--- config.mk ---
export PLATFORM = sky130hd
export DESIGN_NAME = fsc_dual_fifo
export DESIGN_NICKNAME = d
export VERILOG_FILES = /design/src/hw/fsc_pkg.sv /design/src/hw/fsc_ram.sv /design/src/hw/fsc_dual_fifo.sv
export SDC_FILE = /design/constraint.sdc
export NUM_CORES = 2
export LEC_CHECK = 0
export ABC_CLOCK_PERIOD_IN_PS = 5000
export BUFFER_PORTS_ARGS = -buffer_cell sky130_fd_sc_hd__buf_2
export CAP_MARGIN = 30
export CORE_MARGIN = 2
export CORE_UTILIZATION = 50
export DETAILED_ROUTE_END_ITERATION = 8
export PLACE_DENSITY = 0.68
export SYNTH_ARGS = -nofsm -noshare
export SYNTH_HDL_FRONTEND = slang
export SYNTH_MEMORY_MAX_BITS = 65536
export SYNTH_SLANG_ARGS = --single-unit
--- constraint.sdc ---
create_clock -name clk_sys_i -period 5 [get_ports clk_sys_i]
set_input_delay 0 -clock clk_sys_i [delete_from_list [all_inputs] [get_ports clk_sys_i]]
set_output_delay 0 -clock clk_sys_i [all_outputs]
set_load 0.03 [all_outputs]
--- src/hw/fsc_pkg.sv ---
`default_nettype none

package fsc_pkg;

    localparam int DATA_W = 9;
    // Pointers are sized for the largest buffer plus one wrap bit
    localparam int PTR_W = 14;
    localparam int OFS_W = 9;
    localparam int NUM_CHAN = 2;
    localparam int DEF_DEPTH = 256;

    localparam logic [OFS_W-1:0] AE_OFS_RST = 9'h007;
    localparam logic [OFS_W-1:0] AF_OFS_RST = 9'h007;
    localparam logic [DATA_W-1:0] DATA_RST = 9'h000;
    localparam logic [PTR_W-1:0] PTR_RST = 14'h0000;
    localparam logic [PTR_W-1:0] PTR_ONE = 14'h0001;

    // Offset-register access order: almost-empty first, then almost-full
    localparam logic OFS_SEL_AE = 1'b0;
    localparam logic OFS_SEL_AF = 1'b1;

    // Channel-side pin levels, sampled together so they stay aligned
    typedef struct packed {
        logic wclk;
        logic rclk;
        logic we1_n;
        logic we2_ld;
        logic re1_n;
        logic re2_n;
        logic oe_n;
        logic rst_n;
        logic [DATA_W-1:0] wdata;
    } fsc_pins_t;

    typedef struct packed {
        logic empty_n;
        logic full_n;
        logic almost_empty_n;
        logic almost_full_n;
    } fsc_flags_t;

    typedef struct packed {
        fsc_pins_t s1;
        fsc_pins_t s2;
        fsc_pins_t prev;
        logic mode_dual;
        logic ofs_sel_w;
        logic ofs_sel_r;
        logic [OFS_W-1:0] ae_ofs;
        logic [OFS_W-1:0] af_ofs;
        logic [PTR_W-1:0] wptr;
        logic [PTR_W-1:0] rptr;
        logic [PTR_W-1:0] wgray;
        logic [PTR_W-1:0] rgray;
        logic [PTR_W-1:0] wgray_s1;
        logic [PTR_W-1:0] wgray_s2;
        logic [PTR_W-1:0] rgray_s1;
        logic [PTR_W-1:0] rgray_s2;
        logic rd_pend;
        logic [DATA_W-1:0] q;
        logic oe;
        fsc_flags_t flags;
    } fsc_chan_st_t;

    function automatic logic [PTR_W-1:0] bin2gray(input logic [PTR_W-1:0] b);
        return b ^ (b >> 1);
    endfunction : bin2gray

    function automatic logic [PTR_W-1:0] gray2bin(input logic [PTR_W-1:0] g);
        logic [PTR_W-1:0] b;
        b = g;
        for (int i = PTR_W - 2; i >= 0; i--) begin
            b[i] = b[i+1] ^ g[i];
        end
        return b;
    endfunction : gray2bin

endpackage : fsc_pkg

`default_nettype wire

--- src/hw/fsc_ram.sv ---
`default_nettype none

module fsc_ram #(
    parameter int DEPTH = 256,
    parameter int AW = 8
) (
    input wire logic clk_sys_i,
    input wire logic wr_en_i,
    input wire logic [AW-1:0] wr_addr_i,
    input wire logic [fsc_pkg::DATA_W-1:0] wr_data_i,
    input wire logic rd_en_i,
    input wire logic [AW-1:0] rd_addr_i,
    output logic [fsc_pkg::DATA_W-1:0] rd_data_o
);

    logic [fsc_pkg::DATA_W-1:0] mem [DEPTH];
    logic [fsc_pkg::DATA_W-1:0] rd_data_r;

    // No reset on the array so it maps onto block memory
    always_ff @(posedge clk_sys_i) begin
        if (wr_en_i) begin
            mem[wr_addr_i] <= wr_data_i;
        end
        if (rd_en_i) begin
            rd_data_r <= mem[rd_addr_i];
        end
    end

    assign rd_data_o = rd_data_r;

endmodule : fsc_ram

`default_nettype wire

--- src/hw/fsc_dual_fifo.sv ---
// Behaviour
// [RL1] Each channel takes and returns 9-bit words; channels A and B are independent.
// [RL2] Dual-role pin level at reset picks second-write-enable or offset-load mode.
// [RL3] Offset-load mode: write when primary enable low and full flag high.
// [RL4] Dual-enable mode: write when primary low, second high, full flag high.
// [RL5] Writes while full flag is low are ignored; contents stay unchanged.
// [RL6] Load held low: qualified write edge stores data into the offset register.
// [RL7] Load held low: qualified read edge returns offset register on data outputs.
// [RL8] Read advances only with both read enables low and channel not empty.
// [RL9] Empty flag low when no words held, updated on the read side.
// [RL10] Full flag low when no free location, updated on the write side.
// [RL11] Almost-empty flag low when word count reaches programmed offset.
// [RL12] Almost-full flag low when free space reaches programmed offset.
// [RL13] Channel reset returns it to empty, clearing the word count.
// [RL14] Controller resets each channel after power-up before first access.
// [RL15] Output enable low drives data outputs; high releases them.
// [RL16] Depth per channel is a build parameter, 256 to 8192, same for both.
// [RL17] Flags come from gray-coded pointers passed through two-stage synchronisers.
`default_nettype none

module fsc_dual_fifo #(
    parameter int DEPTH = fsc_pkg::DEF_DEPTH
) (
    input wire logic clk_sys_i,
    input wire logic rst_i,
    input wire logic chan_a_write_clock_i,
    input wire logic chan_a_read_clock_i,
    input wire logic [fsc_pkg::DATA_W-1:0] chan_a_write_data_i,
    input wire logic chan_a_write_en_primary_n_i,
    input wire logic chan_a_write_en2_or_load_i,
    input wire logic chan_a_read_en_first_n_i,
    input wire logic chan_a_read_en_second_n_i,
    input wire logic chan_a_output_en_n_i,
    input wire logic chan_a_reset_n_i,
    output logic [fsc_pkg::DATA_W-1:0] chan_a_read_data_o,
    output logic chan_a_read_data_oe_o,
    output logic chan_a_empty_n_o,
    output logic chan_a_full_n_o,
    output logic chan_a_almost_empty_n_o,
    output logic chan_a_almost_full_n_o,
    input wire logic chan_b_write_clock_i,
    input wire logic chan_b_read_clock_i,
    input wire logic [fsc_pkg::DATA_W-1:0] chan_b_write_data_i,
    input wire logic chan_b_write_en_primary_n_i,
    input wire logic chan_b_write_en2_or_load_i,
    input wire logic chan_b_read_en_first_n_i,
    input wire logic chan_b_read_en_second_n_i,
    input wire logic chan_b_output_en_n_i,
    input wire logic chan_b_reset_n_i,
    output logic [fsc_pkg::DATA_W-1:0] chan_b_read_data_o,
    output logic chan_b_read_data_oe_o,
    output logic chan_b_empty_n_o,
    output logic chan_b_full_n_o,
    output logic chan_b_almost_empty_n_o,
    output logic chan_b_almost_full_n_o
);

    // Legal depths are the powers of two from 256 to 8192 [RL16]
    localparam int AW = $clog2(DEPTH);
    localparam logic [fsc_pkg::PTR_W-1:0] DEPTH_P = fsc_pkg::PTR_W'(DEPTH);
    localparam logic [fsc_pkg::PTR_W-1:0] PTR_MASK = fsc_pkg::PTR_W'(2 * DEPTH - 1);
    localparam logic [fsc_pkg::PTR_W-1:0] ADDR_MASK = fsc_pkg::PTR_W'(DEPTH - 1);

    // Sync stages restart at idle pin levels: no false edge, enable or mode strap
    localparam fsc_pkg::fsc_pins_t PINS_IDLE = '{
        wclk: 1'b0,
        rclk: 1'b0,
        we1_n: 1'b1,
        we2_ld: 1'b1,
        re1_n: 1'b1,
        re2_n: 1'b1,
        oe_n: 1'b1,
        rst_n: 1'b0,
        wdata: fsc_pkg::DATA_RST
    };

    // Reset flag levels: empty and almost empty, with room to write
    localparam fsc_pkg::fsc_flags_t FLAGS_RST = '{
        empty_n: 1'b0,
        full_n: 1'b1,
        almost_empty_n: 1'b0,
        almost_full_n: 1'b1
    };

    fsc_pkg::fsc_pins_t pins_in [fsc_pkg::NUM_CHAN];
    fsc_pkg::fsc_chan_st_t st_out [fsc_pkg::NUM_CHAN];

    // Pin bundles let one generate body serve both channels
    assign pins_in[0] = '{
        wclk: chan_a_write_clock_i,
        rclk: chan_a_read_clock_i,
        we1_n: chan_a_write_en_primary_n_i,
        we2_ld: chan_a_write_en2_or_load_i,
        re1_n: chan_a_read_en_first_n_i,
        re2_n: chan_a_read_en_second_n_i,
        oe_n: chan_a_output_en_n_i,
        rst_n: chan_a_reset_n_i,
        wdata: chan_a_write_data_i
    };

    assign pins_in[1] = '{
        wclk: chan_b_write_clock_i,
        rclk: chan_b_read_clock_i,
        we1_n: chan_b_write_en_primary_n_i,
        we2_ld: chan_b_write_en2_or_load_i,
        re1_n: chan_b_read_en_first_n_i,
        re2_n: chan_b_read_en_second_n_i,
        oe_n: chan_b_output_en_n_i,
        rst_n: chan_b_reset_n_i,
        wdata: chan_b_write_data_i
    };

    // Each channel is a private copy with no shared state [RL1]
    for (genvar g = 0; g < fsc_pkg::NUM_CHAN; g++) begin : g_chan
        fsc_pkg::fsc_chan_st_t st_r;
        fsc_pkg::fsc_chan_st_t st_nxt;
        logic wr_go;
        logic rd_go;
        logic [fsc_pkg::DATA_W-1:0] ram_rdata;

        // Memory data lands one clock after the read strobe, hence rd_pend
        fsc_ram #(
            .DEPTH(DEPTH),
            .AW(AW)
        ) u_ram (
            .clk_sys_i(clk_sys_i),
            .wr_en_i(wr_go),
            .wr_addr_i(AW'(st_r.wptr & ADDR_MASK)),
            .wr_data_i(st_r.s2.wdata),
            .rd_en_i(rd_go),
            .rd_addr_i(AW'(st_r.rptr & ADDR_MASK)),
            .rd_data_o(ram_rdata)
        );

        always_comb begin
            logic wrise;
            logic rrise;
            logic chan_rst;
            logic loading;
            logic wr_qual;
            logic rd_qual;
            logic [fsc_pkg::PTR_W-1:0] wbin_sync;
            logic [fsc_pkg::PTR_W-1:0] rbin_sync;
            logic [fsc_pkg::PTR_W-1:0] used_w;
            logic [fsc_pkg::PTR_W-1:0] used_r;
            logic [fsc_pkg::PTR_W-1:0] free_w;
            wrise = 1'b0;
            rrise = 1'b0;
            chan_rst = 1'b0;
            loading = 1'b0;
            wr_qual = 1'b0;
            rd_qual = 1'b0;
            wbin_sync = '0;
            rbin_sync = '0;
            used_w = '0;
            used_r = '0;
            free_w = '0;
            wr_go = 1'b0;
            rd_go = 1'b0;
            st_nxt = st_r;

            // Pins come from other clocks; logic only looks at stage two
            st_nxt.s1 = pins_in[g];
            st_nxt.s2 = st_r.s1;
            st_nxt.prev = st_r.s2;
            // Edges are found on the synced copy, so pins need one sampled clock high and one low
            wrise = st_r.s2.wclk & ~st_r.prev.wclk;
            rrise = st_r.s2.rclk & ~st_r.prev.rclk;
            chan_rst = ~st_r.s2.rst_n;

            // Offset access only exists in the programmable-flag mode [RL6] [RL7]
            loading = ~st_r.mode_dual & ~st_r.s2.we2_ld;
            if (st_r.mode_dual) begin
                wr_qual = ~st_r.s2.we1_n & st_r.s2.we2_ld; // [RL4]
            end else begin
                wr_qual = ~st_r.s2.we1_n; // [RL3]
            end
            // Both read enables must be low; either one alone parks the read side
            rd_qual = ~st_r.s2.re1_n & ~st_r.s2.re2_n;

            // Offset writes never touch the buffer, so the full flag does not gate them
            if (wrise && wr_qual && loading) begin
                if (st_r.ofs_sel_w == fsc_pkg::OFS_SEL_AE) begin
                    st_nxt.ae_ofs = st_r.s2.wdata; // [RL6]
                end else begin
                    st_nxt.af_ofs = st_r.s2.wdata; // [RL6]
                end
                st_nxt.ofs_sel_w = ~st_r.ofs_sel_w;
            end else if (wrise && wr_qual && st_r.flags.full_n) begin
                // A low full flag blocks the store entirely [RL5]
                wr_go = 1'b1; // [RL3] [RL4] [RL5]
                st_nxt.wptr = (st_r.wptr + fsc_pkg::PTR_ONE) & PTR_MASK;
            end

            st_nxt.rd_pend = 1'b0;
            // Offset reads ignore the empty flag and answer one clock before buffer data
            if (rrise && rd_qual && loading) begin
                if (st_r.ofs_sel_r == fsc_pkg::OFS_SEL_AE) begin
                    st_nxt.q = st_r.ae_ofs; // [RL7]
                end else begin
                    st_nxt.q = st_r.af_ofs; // [RL7]
                end
                st_nxt.ofs_sel_r = ~st_r.ofs_sel_r;
            end else if (rrise && rd_qual && st_r.flags.empty_n) begin
                rd_go = 1'b1; // [RL8]
                st_nxt.rd_pend = 1'b1;
                st_nxt.rptr = (st_r.rptr + fsc_pkg::PTR_ONE) & PTR_MASK;
            end
            if (st_r.rd_pend) begin
                st_nxt.q = ram_rdata; // [RL1] [RL8]
            end

            // Enable is a plain synced copy; the data word keeps its value meanwhile
            st_nxt.oe = ~st_r.s2.oe_n; // [RL15]

            // Gray pointers cross with two stages, as they would between real domains
            st_nxt.wgray = fsc_pkg::bin2gray(st_nxt.wptr); // [RL17]
            st_nxt.rgray = fsc_pkg::bin2gray(st_nxt.rptr); // [RL17]
            st_nxt.wgray_s1 = st_r.wgray; // [RL17]
            st_nxt.wgray_s2 = st_r.wgray_s1;
            st_nxt.rgray_s1 = st_r.rgray; // [RL17]
            st_nxt.rgray_s2 = st_r.rgray_s1;
            wbin_sync = fsc_pkg::gray2bin(st_r.wgray_s2);
            rbin_sync = fsc_pkg::gray2bin(st_r.rgray_s2);

            // Offsets are 9 bits wide: on deep buffers the almost flags only guard the ends
            // Read-side flags see the write pointer late, so they err toward empty
            used_r = (wbin_sync - st_nxt.rptr) & PTR_MASK;
            st_nxt.flags.empty_n = (used_r != fsc_pkg::PTR_RST); // [RL9]
            st_nxt.flags.almost_empty_n =
                (used_r > fsc_pkg::PTR_W'(st_r.ae_ofs)); // [RL11]

            // Write-side flags see the read pointer late, so they err toward full
            used_w = (st_nxt.wptr - rbin_sync) & PTR_MASK;
            free_w = DEPTH_P - used_w;
            st_nxt.flags.full_n = (used_w != DEPTH_P); // [RL10]
            st_nxt.flags.almost_full_n =
                (free_w > fsc_pkg::PTR_W'(st_r.af_ofs)); // [RL12]

            if (chan_rst) begin
                // Mode strap is caught while reset is held [RL2]
                st_nxt.mode_dual = st_r.s2.we2_ld; // [RL2]
                st_nxt.ofs_sel_w = fsc_pkg::OFS_SEL_AE;
                st_nxt.ofs_sel_r = fsc_pkg::OFS_SEL_AE;
                st_nxt.ae_ofs = fsc_pkg::AE_OFS_RST;
                st_nxt.af_ofs = fsc_pkg::AF_OFS_RST;
                st_nxt.wptr = fsc_pkg::PTR_RST; // [RL13]
                st_nxt.rptr = fsc_pkg::PTR_RST; // [RL13]
                st_nxt.wgray = fsc_pkg::PTR_RST;
                st_nxt.rgray = fsc_pkg::PTR_RST;
                st_nxt.wgray_s1 = fsc_pkg::PTR_RST;
                st_nxt.wgray_s2 = fsc_pkg::PTR_RST;
                st_nxt.rgray_s1 = fsc_pkg::PTR_RST;
                st_nxt.rgray_s2 = fsc_pkg::PTR_RST;
                st_nxt.rd_pend = 1'b0;
                st_nxt.q = fsc_pkg::DATA_RST;
                st_nxt.flags = FLAGS_RST; // [RL13]
                wr_go = 1'b0;
                rd_go = 1'b0;
            end
        end

        always_ff @(posedge clk_sys_i) begin
            if (rst_i) begin
                st_r <= '0;
                // Idle strap level keeps the dual-enable mode until a channel reset [RL2]
                st_r.s1 <= PINS_IDLE;
                st_r.s2 <= PINS_IDLE;
                st_r.prev <= PINS_IDLE;
                st_r.mode_dual <= 1'b1;
                st_r.ae_ofs <= fsc_pkg::AE_OFS_RST;
                st_r.af_ofs <= fsc_pkg::AF_OFS_RST;
                st_r.flags <= FLAGS_RST;
            end else begin
                st_r <= st_nxt;
            end
        end

        assign st_out[g] = st_r;
    end

    // Tristate is resolved outside: data and enable both leave from flops [RL15]
    assign chan_a_read_data_o = st_out[0].q;
    assign chan_a_read_data_oe_o = st_out[0].oe;
    assign chan_a_empty_n_o = st_out[0].flags.empty_n;
    assign chan_a_full_n_o = st_out[0].flags.full_n;
    assign chan_a_almost_empty_n_o = st_out[0].flags.almost_empty_n;
    assign chan_a_almost_full_n_o = st_out[0].flags.almost_full_n;
    assign chan_b_read_data_o = st_out[1].q;
    assign chan_b_read_data_oe_o = st_out[1].oe;
    assign chan_b_empty_n_o = st_out[1].flags.empty_n;
    assign chan_b_full_n_o = st_out[1].flags.full_n;
    assign chan_b_almost_empty_n_o = st_out[1].flags.almost_empty_n;
    assign chan_b_almost_full_n_o = st_out[1].flags.almost_full_n;

endmodule : fsc_dual_fifo

`default_nettype wire

; ---- Word-level counts from Yosys, hierarchy flattened
; Memories as Yosys holds them, arrays and structs flattened. A register that Yosys moved wholly into a read port is not among the register bits.
; Index checks and enable logic that the tools add are counted.
[op_classes]
n_addsub = 10
n_lt_le_gt_ge = 4
eq_ne = 2
n_mux = 32
n_bitwise = 88
reduce_logical = 22
[op_table]
columns = operator, count
row1 = two-way mux 14 bit, 8
row2 = bitwise XOR 14 x 13 -> 14 bit, 4
row3 = two-way mux 9 bit, 6
row4 = bitwise XOR 1 bit, 52
row5 = "adder 9 x 1 -> 9 bit, second input constant", 4
row6 = subtractor 9 bit, 4
row7 = > comparator 14 x 9 -> 1 bit, 2
row8 = nonzero test 14 bit, 2
row9 = NOT 1 bit, 22
row10 = "subtractor 9 x 9 -> 10 bit, first input constant", 2
row11 = > comparator 9 bit, 2
row12 = two-way mux 1 bit, 18
row13 = "inequality test 9 bit, second input constant", 2
row14 = logical AND 1 bit, 12
row15 = AND 1 bit, 10
row16 = AND reduction 2 bit, 4
row17 = nonzero test 2 bit, 2
row18 = OR reduction 2 bit, 2
[totals]
register_bits = 368
mem_bits_rw = 4608
input_bits = 36
out_inout_bits = 28
elab_cells = 240
memories = 2
[mem_list]
columns = name, depth, width, read_ports, rd_ports_with_merged_regs, wr, line
row1 = g_chan[0].u_ram.mem, 256, 9, 1, 1, 1, fsc_ram.sv:16  ; logic [fsc_pkg::DATA_W-1:0] mem [DEPTH];
row2 = g_chan[1].u_ram.mem, 256, 9, 1, 1, 1, fsc_ram.sv:16

; ---- Logic depth before layout (Yosys ltp)
[depth]
word_depth = 16
mapped_depth = 24

; ---- By module
; Synthesis repeated with hierarchy kept, for this count alone.
[hier_totals]
hier_cells = 9974
hier_area_um2 = 193616.9
[modules_own_cells]
columns = mod, instances, cells_each, area_each_um2, seq_area_each_um2
row1 = fsc_ram, 2, 4237, 89368.2, 69456.6
row2 = fsc_dual_fifo, 1, 1500, 14880.5, 7287.0

; ---- Worst setup path after synthesis
; No wires, ideal clock.
[synth_path]
path_type = flip-flop to flip-flop
start = reg g_chan[0].st_r[27] in the netlist's numbering
end = reg g_chan[0].st_r, in the netlist chan_a_almost_full_n_o
setup_time_ps = 120
arrival_time_ps = 5173
required_time_ps = 4880
slack_ps = -292
path_stages_with_launch = 23
n_path_buf = 0
path_cell_list = dfxtp_1 xnor2_1 xnor2_1 xnor2_1 xor2_1 xor2_1 xnor2_1 xnor3_1 xor2_1 ha_1 fa_1 nand2b_1 a21boi_0 o21a_1 nor2_1 a311o_1 or2_1 or3_1 and2_1 ha_1 a211oi_1 a21oi_1 a211o_1
[synth_via]
elab_chain_len = 16
[synth_lines]
columns = item, line
row1 = from (decl), fsc_dual_fifo.sv:115  ; fsc_pkg::fsc_chan_st_t st_r;
row2 = from (signal assigned), fsc_dual_fifo.sv:275  ; st_r <= st_nxt;
row3 = bitwise XOR 1 bit * (5 in series), fsc_pkg.sv:73  ; b[i] = b[i+1] ^ g[i];
row4 = bitwise XOR 1 bit (8 in series), fsc_pkg.sv:73
row5 = subtractor 9 bit *, fsc_dual_fifo.sv:234  ; used_w = (st_nxt.wptr - rbin_sync) & PTR_MASK;
row6 = subtractor 9 x 9 -> 10 bit *, fsc_dual_fifo.sv:235  ; free_w = DEPTH_P - used_w;
row7 = > comparator 14 x 9 -> 1 bit *, fsc_dual_fifo.sv:238  ; (free_w > fsc_pkg::PTR_W'(st_r.af_ofs));
; Mark *: on every way between the ends. The rest lies on a longest branch, timed or not.
; A chain may end at the register's enable or synchronous reset.

; ---- Final worst setup path
[layout_path]
start = reg g_chan[0].st_r, in the netlist g_chan[0].$12.rbin_sync[13]
end = reg g_chan[0].st_r, in the netlist chan_a_almost_full_n_o
; The elaborated chain is that of the path after synthesis.

==> impl_table.tex <==
\begin{tabular}{lr}
\hline
Metric & Value \\
\hline
\multicolumn{2}{l}{\textbf{Yosys}} \\
\quad Number of enable flip-flop cells after synthesis & 4,626 \\
\quad Main flop type after synthesis & sky130\_fd\_sc\_hd\_\_edfxtp\_1 \\
\quad Number of nets produced by synthesis & 9,791 \\
\quad Cells after Synth & just under 10,000 \\
\quad Number of synthesized register bits & roughly 5,000 \\
\quad Synth async-reset ratio & 0\% \\
\quad Synthesized area divided by synthesized cell count & approximately 20 µm² \\
\quad Count of cell types in the netlist & 80 \\
\quad Post-Synthesis Cell Area & 0.194 mm² \\
\quad Seq/Total Area, Yosys & approximately three quarters \\
\quad Synth Warn \# & 0 \\
\multicolumn{2}{l}{\textbf{Run}} \\
\quad Max\_cap viols & 0 \\
\multicolumn{2}{l}{\textbf{Layout}} \\
\quad Commonest cells after routing, fill and taps aside & sky130\_fd\_sc\_hd\_\_edfxtp\_1, sky130\_fd\_sc\_hd\_\_mux4\_2, sky130\_fd\_sc\_hd\_\_nor2\_1, sky130\_fd\_sc\_hd\_\_buf\_4, sky130\_fd\_sc\_hd\_\_mux2i\_1 \\
\quad Signed area change from the synthesized netlist to the final layout & 13.5\% \\
\quad Layout Utilization & 57.0\% \\
\quad Fraction of final layout cells sized beyond drive strength 1 & 23.9\% \\
\quad Layout fillers & 27,900 \\
\quad Total number of nets in the final design & 10,400 \\
\quad Non-filler instance count after layout & 15,900 \\
\quad Most common cell after layout, fill and taps aside & sky130\_fd\_sc\_hd\_\_edfxtp\_1 \\
\quad Fin area & 0.220 mm² \\
\multicolumn{2}{l}{\textbf{Clock network}} \\
\quad Total CTS buffers & 477 \\
\quad Clock slew seen by the registers of the worst setup and hold paths & roughly 0.070 ns \\
\quad Deepest clock path buffer count & 4 \\
\quad Depth of the CTS H-tree & 5 \\
\quad TritonCTS sink count & 4,990 \\
\quad CTS tree & yes \\
\quad Cell at the root of the clock tree & sky130\_fd\_sc\_hd\_\_clkbuf\_16 \\
\quad Clk\_lat worst skew & 0.97 ns \\
\multicolumn{2}{l}{\textbf{Setup path}} \\
\quad Top cell family by delay on the critical path & XOR/XNOR gates \\
\quad Critical path fanouts, max & 3 \\
\quad Slowest cell on the critical path & sky130\_fd\_sc\_hd\_\_or4\_1 \\
\quad Critical setup path kind & reg2reg \\
\quad Maximum single-stage delay on the critical path & about 0.5 ns \\
\quad Worst endpoint required time & 5.87 ns \\
\quad Ordered cell list for the critical path & xnor2\_1 -> xnor2\_2 -> xnor2\_1 -> buf\_4 -> xor2\_4 -> xor2\_4 -> xnor2\_2 -> xnor3\_1 -> buf\_6 -> inv\_2 -> ha\_4 -> nor2b\_1 -> o21ai\_1 -> a21boi\_1 -> or4\_1 -> a311o\_1 -> or2\_4 -> or3\_4 -> and2\_4 -> ha\_4 -> a211oi\_4 -> a21oi\_2 -> a211o\_1 \\
\quad Crit path arrival time & 5.93 ns \\
\quad Buffer and inverter count on the worst path & 3 \\
\quad Crit end category & flop \\
\quad Critical path launch point type & flop \\
\multicolumn{2}{l}{\textbf{Global routing}} \\
\quad Overall global routing resource usage & 25.0\% \\
\quad Wire length of the first global-routing pass & 711,000 µm \\
\quad Sum of overflow across all layers after global routing & 0 \\
\quad Largest net degree at the start of global routing & roughly 230 \\
\quad Vias in the first global route & 98,900 \\
\quad Initial antenna violation count & 16 \\
\multicolumn{2}{l}{\textbf{STA}} \\
\quad Clock period minus worst slack & 5.06 ns \\
\quad Fraction of the cycle the final worst path needs & 101\% \\
\quad Final setup TNS & -0.0602 ns \\
\quad Slack of the critical path & -0.0602 ns \\
\quad Max-slew violation count & 0 \\
\quad RSZ-0062 raised after global routing & true \\
\quad Worst setup skew after layout & 0.109 ns \\
\quad Final number of hold-violating endpoints & 0 \\
\quad F\_max & 198 MHz \\
\quad Setup-violating endpoint count in the final report & 1 \\
\quad Slew of the pin with the lowest slew margin & 1.50 ns \\
\quad Rel. slew slack & 0.0407\% \\
\multicolumn{2}{l}{\textbf{Die}} \\
\quad Number of rows created at floorplan & 228 \\
\quad I/O pin total & 64 \\
\quad Die outline width & between 600 and 700 µm \\
\quad Vertical die dimension & 626 µm \\
\quad Std-Cell Core Area & just under 0.4 mm² \\
\quad Initial Util & 50.2\% \\
\quad Full die area & about 0.39 mm² \\
\multicolumn{2}{l}{\textbf{Routing}} \\
\quad Total DRC errors in the routed layout & 0 \\
\quad First DRT Iteration DRCs & around 14,000 \\
\quad Count of antenna-violating nets left after detailed routing & 0 \\
\quad Average wire per standard cell & 31.1 µm \\
\quad 1st-pass router iterations & 8 \\
\quad Vias per inst & 6.23 \\
\quad Total vias in the final route & 99,200 \\
\quad Total length of routed wires & around 500,000 µm \\
\multicolumn{2}{l}{\textbf{Pwr}} \\
\quad Largest voltage drop on the vdd net & 0.347 mV \\
\quad Leakage & 0.0768 µW \\
\quad Ratio of total power to cell area & 369 mW/mm² \\
\quad Tot Pwr & 81,200 µW \\
\multicolumn{2}{l}{\textbf{Placement}} \\
\quad Count of placed standard cells including taps & around 15,000 \\
\quad Weighted congestion reported at the end of routability-driven placement & 0.879 \\
\quad Area after DPL & 0.203 mm² \\
\quad Port bufs & 63 \\
\quad Sum of net half-perimeters after detailed placement & $\sim$300,000 µm \\
\multicolumn{2}{l}{\textbf{Run status}} \\
\quad Outcome & finished, violations left \\
\quad Violations in the final reports & negative setup slack \\
\multicolumn{2}{l}{\textbf{Min path}} \\
\quad Hold Crit Class & in2reg \\
\hline
\end{tabular}
[worst register-to-register path, cell delays in order, from the launching register on]
cell and delay (ns):
sky130_fd_sc_hd__dfxtp_1 0.31, sky130_fd_sc_hd__xnor2_1 0.25, sky130_fd_sc_hd__xnor2_2 0.15, sky130_fd_sc_hd__xnor2_1 0.13
sky130_fd_sc_hd__buf_4 0.16, sky130_fd_sc_hd__xor2_4 0.22, sky130_fd_sc_hd__xor2_4 0.19, sky130_fd_sc_hd__xnor2_2 0.16
sky130_fd_sc_hd__xnor3_1 0.31, sky130_fd_sc_hd__buf_6 0.14, sky130_fd_sc_hd__inv_2 0.06, sky130_fd_sc_hd__ha_4 0.18
sky130_fd_sc_hd__nor2b_1 0.12, sky130_fd_sc_hd__o21ai_1 0.15, sky130_fd_sc_hd__a21boi_1 0.10, sky130_fd_sc_hd__or4_1 0.50
sky130_fd_sc_hd__a311o_1 0.30, sky130_fd_sc_hd__or2_4 0.25, sky130_fd_sc_hd__or3_4 0.33, sky130_fd_sc_hd__and2_4 0.16
sky130_fd_sc_hd__ha_4 0.25, sky130_fd_sc_hd__a211oi_4 0.22, sky130_fd_sc_hd__a21oi_2 0.08, sky130_fd_sc_hd__a211o_1 0.26
[flip-flops by register name, indices dropped and copies added, names as in the netlist]
name and flops:
chan_a_almost_full_n_o 1, chan_a_empty_n_o 1, g_chan.st_nxt 68, chan_a_read_data_oe_o 1
chan_a_full_n_o 1, g_chan.u_ram.rd_data_o 18, chan_b_empty_n_o 1, g_chan.$12.rbin_sync 2
chan_b_almost_empty_n_o 1, chan_b_read_data_oe_o 1, chan_a_almost_empty_n_o 1, chan_b_almost_full_n_o 1
chan_b_full_n_o 1, g_chan.$12.wbin_sync 2, g_chan.u_ram.mem 4608, chan_a_read_data_o 9
chan_b_read_data_o 9, g_chan.st_r 264
[stage by stage]
step                      setup WS, ns  hold slack (ns)
after detailed placement        -0.141            0.192
final                          -0.0602           0.0783
after global routing            -0.368           0.0773
after global placement          -0.254            0.188
after CTS                     -0.00233           0.0450
after floorplan                 0.0239            0.104
[cells by family after synthesis]
family,after synthesis,synth area share [%]
and+or+nand+nor,1400,3.27
adders and majority gates,86,0.571
AOI/OAI and AO/OA,754,2.76
xor gates and xnor gates,181,0.863
muxes,1606,15.4
buffers and inverters,652,1.71
DFF,4990,75.5
[Yosys cell counts (33+ instances only)]
cell	n	area share, %
sky130_fd_sc_hd__edfxtp_1	4626	72
sky130_fd_sc_hd__mux4_2	1095	13
sky130_fd_sc_hd__nor2_1	757	1.5
sky130_fd_sc_hd__mux2i_1	507	2.6
sky130_fd_sc_hd__dfxtp_1	364	3.8
sky130_fd_sc_hd__clkbuf_1	280	0.54
sky130_fd_sc_hd__o221ai_1	213	0.96
sky130_fd_sc_hd__nand2_1	166	0.32
sky130_fd_sc_hd__a21oi_1	158	0.41
sky130_fd_sc_hd__and2_1	135	0.44
sky130_fd_sc_hd__xnor2_1	129	0.58
sky130_fd_sc_hd__o22ai_1	114	0.37
sky130_fd_sc_hd__buf_4	100	0.39
sky130_fd_sc_hd__buf_2	89	0.23
sky130_fd_sc_hd__ha_1	82	0.53
sky130_fd_sc_hd__nor3_1	81	0.21
sky130_fd_sc_hd__nor2b_1	80	0.26
sky130_fd_sc_hd__inv_1	75	0.15
sky130_fd_sc_hd__buf_1	52	0.10
sky130_fd_sc_hd__buf_6	50	0.29
sky130_fd_sc_hd__nand3_1	47	0.12
sky130_fd_sc_hd__o21ai_0	47	0.12
sky130_fd_sc_hd__a211oi_1	44	0.17
sky130_fd_sc_hd__xor2_1	44	0.20
sky130_fd_sc_hd__a22oi_1	33	0.13
[power by group]
group          internal [µW]  total (µW)  switching [µW]
sequential             45400       45500             103
clock                  19700       35100           15400
combinational            118         594             476
total                  65200       81200           16000
[layout make-up]
type,count,area [µm²],area share (%)
tap,5175,6470,2.95
sequential,4990,146000,66.6
timing repair buffer,751,6790,3.09
clock buffer,617,12700,5.76
multi-input combinational,4027,44700,20.3
clock inverter,272,2550,1.16
inverter,80,317,0.144
antenna,14,35.0,0.0159
[path summary, 6_finish.rpt]
kind	start	end	slack (ns)	depth (start not counted)
max reg2reg	g_chan[0].$12.rbin_sync[13]$_SDFF_PP0_	chan_a_almost_full_n_o$_SDFF_PP1_	-0.06	23
min	rst_i	g_chan[1].st_nxt[156]$_SDFF_PP0_	0.08	3
max	g_chan[0].$12.rbin_sync[13]$_SDFF_PP0_	chan_a_almost_full_n_o$_SDFF_PP1_	-0.06	23
min reg2reg	g_chan[1].st_nxt[158]$_SDFF_PP1_	chan_b_read_data_oe_o$_SDFF_PP0_	0.40	1
[per-layer routing]
layer  vias to the layer above  part of all wire, %  global-route usage (%)
met5                         -                0.025                       0
met4                        14                  3.6                    8.52
met3                       904                   11                    5.87
met2                      5385                   47                    39.1
met1                     52200                   39                    34.8
li1                      40800                    -                       -
[timing repair]
item                                    4_1_cts  5_1_grt
endpoints found under the hold margin       181        0
buffers inserted                             14       12
hold buffers                                 90        0
pin swaps                                    27       55
resized for setup                            12       41
endpoints found under the setup margin        2        4
Note: power is estimated with default switching activity, not from simulation.
